$ cat config.mk
export PLATFORM = sky130hd
export DESIGN_NAME = tnp_ports
export DESIGN_NICKNAME = d
export VERILOG_FILES = /design/src/tnp_pkg.sv /design/src/tnp_ports.sv
export SDC_FILE = /design/constraint.sdc
export NUM_CORES = 1
export LEC_CHECK = 0
export BUFFER_PORTS_ARGS = -buffer_cell sky130_fd_sc_hd__buf_2
export CAP_MARGIN = 5
export CORE_MARGIN = 4
export CORE_UTILIZATION = 32
export DETAILED_ROUTE_END_ITERATION = 10
export MAX_ROUTING_LAYER = met4
export PLACE_DENSITY = 0.59
export SYNTH_ARGS = -nofsm -noshare
export SYNTH_HDL_FRONTEND = slang
export SYNTH_SLANG_ARGS = --single-unit
$ cat constraint.sdc
create_clock -name clk -period 2.15 [get_ports clk]
set_clock_uncertainty 0.1 [all_clocks]
set_input_delay 0.1075 -clock clk [delete_from_list [all_inputs] [get_ports clk]]
set_output_delay 0.1075 -clock clk [all_outputs]
set_load 0.02 [all_outputs]
$ cat src/tnp_pkg.sv
// Purpose: constants shared by the three-nibble port block
// Assumes: 4-bit ports, config operand is 5 bits (bit 4 = pull-low enable)
// Notes: function selects are build-time parameters of the top module
package tnp_pkg;
    localparam int PORT_W = 4;
    localparam int CFG_PULL_BIT = 4;
    localparam logic [3:0] DIR_RESET = 4'h0;
    localparam logic [3:0] LATCH_RESET = 4'h0;
    localparam logic PULL_RESET = 1'b1;
    localparam logic [4:0] CFG_C_PULL = 5'h10;
    localparam logic [4:0] CFG_C_HOLD = 5'h00;
    localparam int SER_DATA0 = 0;
    localparam int SER_DATA1 = 1;
    localparam int SER_CONST = 2;
    localparam int SER_CLK = 3;
    localparam int OSC_BIT = 1;
    localparam int DEB_STABLE = 2;
    // Pin function selects
    typedef enum logic [1:0] {TNP_FN_LCD, TNP_FN_IO, TNP_FN_ALT} tnp_fn_t;
endpackage : tnp_pkg

$ cat src/tnp_ports.sv
// Purpose: three 4-bit bidirectional ports with direction, latch, pull-low
// Assumes: instruction strobes are one-cycle pulses from the core, same clock
// Notes: pins are split into in/out/oe; pulls are reported as enable levels
`timescale 1ns/1ps
`default_nettype none
module tnp_ports
    import tnp_pkg::*;
#(
    parameter tnp_fn_t FN_A [4] = '{default: TNP_FN_IO},
    parameter tnp_fn_t FN_B [4] = '{default: TNP_FN_IO},
    parameter tnp_fn_t FN_C [4] = '{default: TNP_FN_IO},
    parameter bit PULL_A_EN = 1'b1,
    parameter bit PULL_B_EN = 1'b1,
    parameter bit PULL_C_EN = 1'b1,
    parameter bit HOLD_C_OPT = 1'b1
) (
    input wire logic clk, // Core clock
    input wire logic rst_n, // Sync reset, active low
    input wire logic [4:0] cfg_data, // Config operand: dir[3:0], pull[4]
    input wire logic port_a_config, // Config strobes
    input wire logic port_b_config, // Config strobe B
    input wire logic port_c_config, // Config strobe C
    input wire logic [3:0] wr_data, // Data-memory nibble to write
    input wire logic port_a_write, // Write strobe A
    input wire logic port_b_write, // Write strobe B
    input wire logic port_c_write, // Write strobe C
    input wire logic port_a_serial_emit, // Serial emit strobe
    input wire logic [1:0] ser_data, // Data-memory bits for serial
    input wire logic ser_const, // Constant operand bit
    input wire logic converter_en, // Converter counting active
    input wire logic debounce_tick, // Debounce clock pulse
    input wire logic debounce_clear, // Clears release flag
    input wire logic [3:0] debounce_sel, // Port C inputs watched
    input wire logic [3:0] pin_a_in, // Pin levels A
    input wire logic [3:0] pin_b_in, // Pin levels B
    input wire logic [3:0] pin_c_in, // Pin levels C
    output logic [3:0] pin_a_out, // Drive values A
    output logic [3:0] pin_b_out, // Drive values B
    output logic [3:0] pin_c_out, // Drive values C
    output logic [3:0] pin_a_oe, // Output enables A
    output logic [3:0] pin_b_oe, // Output enables B
    output logic [3:0] pin_c_oe, // Output enables C
    output logic [3:0] pull_a_on, // Pull-low active A
    output logic [3:0] pull_b_on, // Pull-low active B
    output logic [3:0] pull_c_on, // Pull-low active C
    output logic [3:0] hold_c_on, // Hold device active C
    output logic [3:0] rd_a, // Read value A
    output logic [3:0] rd_b, // Read value B
    output logic [3:0] rd_c, // Read value C
    output logic debounce_release_flag // Halt-release request
);
    logic [3:0] sa1_reg, sa2_reg, sb1_reg, sb2_reg, sc1_reg, sc2_reg;
    logic [3:0] dir_a_reg, dir_b_reg, dir_c_reg;
    logic [3:0] lat_a_reg, lat_b_reg, lat_c_reg;
    logic pull_a_reg, pull_b_reg, pull_c_reg;
    logic ser_clk_reg;
    logic [3:0] deb_ref_reg;
    logic [1:0] deb_cnt_reg;
    logic [3:0] io_a, io_b, io_c;
    logic hold_present;

    // Mask of pins still serving port function
    function automatic logic [3:0] io_mask(input tnp_fn_t fn [4]);
        logic [3:0] m;
        m = 4'h0;
        for (int i = 0; i < PORT_W; i++) begin
            m[i] = (fn[i] == TNP_FN_IO);
        end
        return m;
    endfunction : io_mask

    // Read mux: inputs give pin, outputs give latch
    function automatic logic [3:0] rd_mux(input logic [3:0] d,
            input logic [3:0] l, input logic [3:0] p, input logic [3:0] m);
        return ((d & l) | (~d & p)) & m;
    endfunction : rd_mux

    assign io_a = io_mask(FN_A);
    assign io_b = io_mask(FN_B);
    assign io_c = io_mask(FN_C);
    assign hold_present = HOLD_C_OPT & PULL_C_EN;

    // Two-stage pin synchronisers; first stage read only by second
    always_ff @(posedge clk) begin
        if (!rst_n) begin
            {sa1_reg, sa2_reg, sb1_reg, sb2_reg} <= 16'h0000;
            {sc1_reg, sc2_reg} <= 8'h00;
        end else begin
            sa1_reg <= pin_a_in;
            sa2_reg <= sa1_reg;
            sb1_reg <= pin_b_in;
            sb2_reg <= sb1_reg;
            sc1_reg <= pin_c_in;
            sc2_reg <= sc1_reg;
        end
    end

    // Direction and pull state per port
    always_ff @(posedge clk) begin
        if (!rst_n) begin
            dir_a_reg <= DIR_RESET;
            dir_b_reg <= DIR_RESET;
            dir_c_reg <= DIR_RESET;
            pull_a_reg <= PULL_RESET;
            pull_b_reg <= PULL_RESET;
            pull_c_reg <= PULL_RESET;
        end else begin
            if (port_a_config) begin
                dir_a_reg <= cfg_data[3:0];
                pull_a_reg <= cfg_data[CFG_PULL_BIT];
            end
            if (port_b_config) begin
                dir_b_reg <= cfg_data[3:0];
                pull_b_reg <= cfg_data[CFG_PULL_BIT];
            end
            if (port_c_config) begin
                dir_c_reg <= cfg_data[3:0];
                pull_c_reg <= cfg_data[CFG_PULL_BIT];
            end
        end
    end

    // Output latches; oscillator bit frozen against port A writes while converter counts, serial emit still loads it
    always_ff @(posedge clk) begin
        if (!rst_n) begin
            lat_a_reg <= LATCH_RESET;
            lat_b_reg <= LATCH_RESET;
            lat_c_reg <= LATCH_RESET;
        end else begin
            if (port_a_serial_emit) begin
                lat_a_reg[SER_DATA0] <= ser_data[0];
                lat_a_reg[SER_DATA1] <= ser_data[1];
                lat_a_reg[SER_CONST] <= ser_const;
            end else if (port_a_write) begin
                for (int i = 0; i < PORT_W; i++) begin
                    if (!(i == OSC_BIT && converter_en)) begin
                        lat_a_reg[i] <= wr_data[i];
                    end
                end
            end
            if (port_b_write) begin
                lat_b_reg <= wr_data;
            end
            if (port_c_write) begin
                lat_c_reg <= wr_data;
            end
        end
    end

    // Serial clock pulses for one cycle, in the same cycle the serial data reaches the latch
    always_ff @(posedge clk) begin
        if (!rst_n) begin
            ser_clk_reg <= 1'b0;
        end else begin
            ser_clk_reg <= port_a_serial_emit;
        end
    end

    // Pin drive; serial clock is ORed onto latch bit 3 while pulsing
    always_comb begin
        pin_a_out = lat_a_reg & io_a;
        pin_a_out[SER_CLK] = (lat_a_reg[SER_CLK] | ser_clk_reg)
            & io_a[SER_CLK];
        pin_a_oe = dir_a_reg & io_a;
        pin_b_out = lat_b_reg & io_b;
        pin_b_oe = dir_b_reg & io_b;
        pin_c_out = lat_c_reg & io_c;
        pin_c_oe = dir_c_reg & io_c;
    end

    // Pull devices, off on output bits and on non-port pins
    assign pull_a_on = {4{PULL_A_EN & pull_a_reg}} & ~dir_a_reg & io_a;
    assign pull_b_on = {4{PULL_B_EN & pull_b_reg}} & ~dir_b_reg & io_b;
    assign pull_c_on = {4{PULL_C_EN & pull_c_reg}} & ~dir_c_reg & io_c;
    assign hold_c_on = {4{hold_present & ~pull_c_reg}} & ~dir_c_reg
        & io_c;

    // Read values: registered data path
    always_ff @(posedge clk) begin
        if (!rst_n) begin
            rd_a <= 4'h0;
            rd_b <= 4'h0;
            rd_c <= 4'h0;
        end else begin
            rd_a <= rd_mux(dir_a_reg, lat_a_reg, sa2_reg, io_a);
            rd_b <= rd_mux(dir_b_reg, lat_b_reg, sb2_reg, io_b);
            rd_c <= rd_mux(dir_c_reg, lat_c_reg, sc2_reg, io_c);
        end
    end

    // Debounce: change must persist two ticks; clock stops while flag set
    always_ff @(posedge clk) begin
        if (!rst_n) begin
            deb_ref_reg <= 4'h0;
            deb_cnt_reg <= 2'h0;
            debounce_release_flag <= 1'b0;
        end else begin
            if (debounce_tick && !debounce_release_flag) begin
                if (((sc2_reg ^ deb_ref_reg) & debounce_sel & io_c) == 4'h0)
                begin
                    deb_cnt_reg <= 2'h0;
                end else if (deb_cnt_reg == 2'(DEB_STABLE - 1)) begin
                    debounce_release_flag <= 1'b1;
                    deb_ref_reg <= sc2_reg;
                    deb_cnt_reg <= 2'h0;
                end else begin
                    deb_cnt_reg <= deb_cnt_reg + 2'h1;
                end
            end else if (debounce_clear) begin
                debounce_release_flag <= 1'b0; // Set wins over clear
            end
        end
    end

    // Checks
    a_reset_input: assert property (@(posedge clk)
        !rst_n |=> (pin_a_oe | pin_b_oe | pin_c_oe) == 4'h0)
        else $error("ports not input after reset");
    a_cfg_dir: assert property (@(posedge clk) disable iff (!rst_n)
        port_b_config |=> pin_b_oe == ($past(cfg_data[3:0]) & io_b))
        else $error("direction not taken");
    a_write_latch: assert property (@(posedge clk) disable iff (!rst_n)
        port_c_write |=> pin_c_out == ($past(wr_data) & io_c))
        else $error("latch not loaded");
    a_read_out: assert property (@(posedge clk) disable iff (!rst_n)
        1'b1 |=> ((rd_b ^ $past(lat_b_reg)) & $past(dir_b_reg) & io_b)
        == 4'h0)
        else $error("output read not latch");
    a_pull_out_off: assert property (@(posedge clk) disable iff (!rst_n)
        ((pull_c_on | hold_c_on) & pin_c_oe) == 4'h0)
        else $error("pull on output bit");
    a_hold_pair: assert property (@(posedge clk) disable iff (!rst_n)
        (hold_c_on & pull_c_on) == 4'h0)
        else $error("pull and hold both on");
    a_osc_frozen: assert property (@(posedge clk) disable iff (!rst_n)
        port_a_write && !port_a_serial_emit && converter_en
        |=> lat_a_reg[OSC_BIT] == $past(lat_a_reg[OSC_BIT]))
        else $error("oscillator latch changed");
    a_ser_pulse: assert property (@(posedge clk) disable iff (!rst_n)
        port_a_serial_emit ##1 !port_a_serial_emit |=> !ser_clk_reg)
        else $error("serial clock too long");
    a_ser_data: assert property (@(posedge clk) disable iff (!rst_n)
        port_a_serial_emit |=> lat_a_reg[SER_CONST] == $past(ser_const)
        ##0 ser_clk_reg)
        else $error("serial bits wrong");
    a_flag_hold: assert property (@(posedge clk) disable iff (!rst_n)
        debounce_release_flag && !debounce_clear
        |=> debounce_release_flag)
        else $error("flag dropped");
    c_serial: cover property (@(posedge clk) port_a_serial_emit);
    c_release: cover property (@(posedge clk) $rose(debounce_release_flag));
    c_hold: cover property (@(posedge clk) hold_c_on != 4'h0);
endmodule : tnp_ports
`default_nettype wire

==> flow_summary.json <==
{
  "cts_buffers": 9,
  "cts_root_buffer": "clkbuf_8",
  "wl_um": 6020,
  "synth-seq-cells": 71,
  "rrSetupSlack_ns": 0.42,
  "clock_sinks": 71,
  "final_antenna_net_count": 0,
  "yosys_warnings": 0,
  "hp-class": "input port to register",
  "grt_overflow": 0,
  "final_nets": 398,
  "vias": 1942,
  "setup_viol_count_final": 0,
  "cp_slowest_stage_delay_ns": 0.59,
  "crit_fanout": 5,
  "grt_max_degree": 76,
  "tns_ns": 0,
  "synth_largest_area_cell": "dfxtp_1",
  "cp.depth": 4,
  "drive_gt1_frac": 0.3140,
  "fin_cells": 465,
  "grt_pass1_vias": 1926,
  "grt_antenna_before_repair": 0,
  "cp_top_family": "compound AO/OA/AOI/OAI gates",
  "num_rows": 32,
  "finalCritPeriodShare": 0.8058,
  "crit_required_ns": 2.32,
  "grt_setup_unrepaired": "false",
  "chipWidth_um": 98.75,
  "vias_per_cell": 4.176,
  "power.net_switching_w": 0.0007420,
  "drtIter0Drc": 60,
  "port_buffers": 92,
  "synth-async-reset-ratio": 0,
  "placed_area_um2": 3156,
  "place_congestion": 0.8175,
  "end_kind": "register",
  "path_cells": "xor2_1, a22oi_2, a2111oi_4, mux2i_1",
  "worstPathArrival_ns": 1.90,
  "clk_pin_slew_ns": 0.08,
  "antenna_cells": 0,
  "synth_area_leaders": "dfxtp_1 (54%), mux2i_1 (16%), nor2b_1 (11%)",
  "relSlewSlack": 0.5982,
  "hold_viol": 0,
  "syn_area_per_cell_um2": 10.80,
  "cts_tree": "yes",
  "clock_power_share": 0.417,
  "ys_types": 23,
  "ios": 93,
  "period_minus_slack_ns": 1.732,
  "grt_use_total": 0.1304,
  "core_area_um2": 7848,
  "ir_drop_mv": 0.3650,
  "fp.dieArea_um2": 9751,
  "cpMaxStageDelayCell": "a2111oi_4",
  "yosysMostFrequentCell": "dfxtp_1",
  "dp_hpwl_um": 4311,
  "crit_start": "sc2_reg[3]",
  "clk_latency_ns": 0.34,
  "syn_inst": 244,
  "combinationalPowerShare": 0.120,
  "seq_area_frac_synth": 0.5394,
  "areaGrowthSynthToFinish_pct": 39.27,
  "r2r_end": "deb_ref_reg[1]",
  "maxCapViolCount": 0,
  "start_util": 0.3358,
  "critPathKind": "register to register",
  "design_area_um2": 3670,
  "crit_buf_inv": 0,
  "die_h_um": 98.75,
  "outcome": "finished clean",
  "seqPwrFrac": 0.463,
  "synth_top_area_share": 0.5394,
  "startpoint_type": "register",
  "p_per_area_nw_per_um2": 836.5,
  "drtPass1Iterations": 6,
  "cts.path.max_buffers": 2,
  "critPathCapture": "deb_ref_reg[1]",
  "p_leak_nw": 1.689,
  "grt_pass1_wl_um": 9625,
  "reg2reg_depth": 4,
  "netlist_area_um2": 2635,
  "post-place-cells": 422,
  "p_sw_frac": 0.2417,
  "cts_setup_buffers": 0,
  "worst_slew_pin_slew_ns": 0.6028,
  "max_freq_ghz": 0.5772,
  "synth_common_cells": "dfxtp_1 (71), nor2b_1 (46), mux2i_1 (43), and2_1 (28), nand2_1 (15)",
  "drc_errors": 0,
  "worstReg2RegStart": "sc2_reg[3]",
  "synth-main-ff-cell": "dfxtp_1",
  "wire_per_inst_um": 12.95,
  "p_int_w": 0.002328,
  "syn_nets": 284,
  "slew_viol_final": 0,
  "synth_edf_count": 0,
  "ctsHtreeMaxLevel": 3
}
## cell usage in the layout (no fill, tap or decap), drive strengths merged, types with 2 or more instances in the layout
cell type    netlist  layout
nand2             15      15
clkbuf            12       9
dlygate4sd3        0      27
a22oi              2       2
nor2b             46      46
clkinv             0       2
dfxtp             71      71
mux2i             43      43
nand2b             3       3
inv                1       2
xor2               4       4
and2              28      28
buf                5      93
nor2               4       4
bufinv             0       3
o21ai              3       3
## layer usage
metal / vias to the layer above / share of wire / track usage
li1: 1012 / - / -
met1: 860 / 0.47 / 0.1564
met2: 62 / 0.46 / 0.1999
met3: 8 / 0.064 / 0.03822
met4: 0 / 0.012 / 0.06303
met5: - / 0 / -
## per-stage QoR
| stage | hold WS [ns] | power (W) | util | worst slack, ns |
|---|---|---|---|---|
| final | 0.003430 | 0.003070 | 0.4676 | 0.4176 |
| after global routing | 0.02568 | 0.003218 | 0.4676 | 0.2969 |
| after CTS | 0.001270 | 0.003128 | 0.4676 | 0.3615 |
| after detailed placement | 0.2161 | 0.001789 | 0.4021 | 0.3854 |
| after global placement | 0.2131 | 0.001785 | 0.4021 | 0.4772 |
| after floorplan | 0.1292 | 0.001659 | - | 0.6264 |
## repair_timing
action	CTS	global route
hold buffers	27	0
gates resized for setup	0	0
endpoints found under the setup margin	0	0
hold endpoints to repair	39	0
## layout make-up
type	count	area (um2)
tap	102	127.6
timing repair buffer	120	738.2
clock inverter	7	120.1
multi-input combinational	155	1135
clock buffer	9	123.9
fill	788	4178
sequential	71	1421
inverter	1	3.754
## power groups by stage
stage / logic (W) / registers (W) / clock network [W]
2_1_floorplan: 0.000183 / 0.00148 / 0
3_3_place_gp: 0.000334 / 0.00145 / 0
3_5_place_dp: 0.000336 / 0.00145 / 0
4_1_cts: 0.000375 / 0.00142 / 0.00133
5_1_grt: 0.000402 / 0.00143 / 0.00139
6_report: 0.000369 / 0.00142 / 0.00128
## worst min-delay path by stage
stage | start | to | slack (ns) | cells past startpoint
2_1_floorplan | pin_b_in[1] | sb1_reg[1] | 0.13 | 1
3_3_place_gp | pin_c_in[0] | sc1_reg[0] | 0.21 | 2
3_5_place_dp | pin_a_in[3] | sa1_reg[3] | 0.22 | 2
4_1_cts | wr_data[1] | pin_b_out[1] | 0.001 | 3
5_1_grt | port_b_config | pull_b_reg | 0.03 | 3
6_report | wr_data[1] | pin_b_out[1] | 0.003 | 3
## worst register-to-register path, delay by kind of cell, from the launching register on
kind | cells | cell delay (ns)
flops | 1 | 0.37
mux | 1 | 0.25
xor+xnor | 1 | 0.20
compound gates | 2 | 0.74
## logic make-up (layout without fill, tap and decap cells)
kind of cell,Yosys count,after routing,share of synthesized area
buffers and inverters,18,137,0.02991
XOR/XNOR,4,4,0.01615
AO/OA/AOI/OAI,11,11,0.03894
multiplexers,43,43,0.1633
AND/OR/NAND/NOR,97,97,0.2123
flip-flops,71,71,0.5394
No activity file was read; power rests on OpenSTA's default activity.
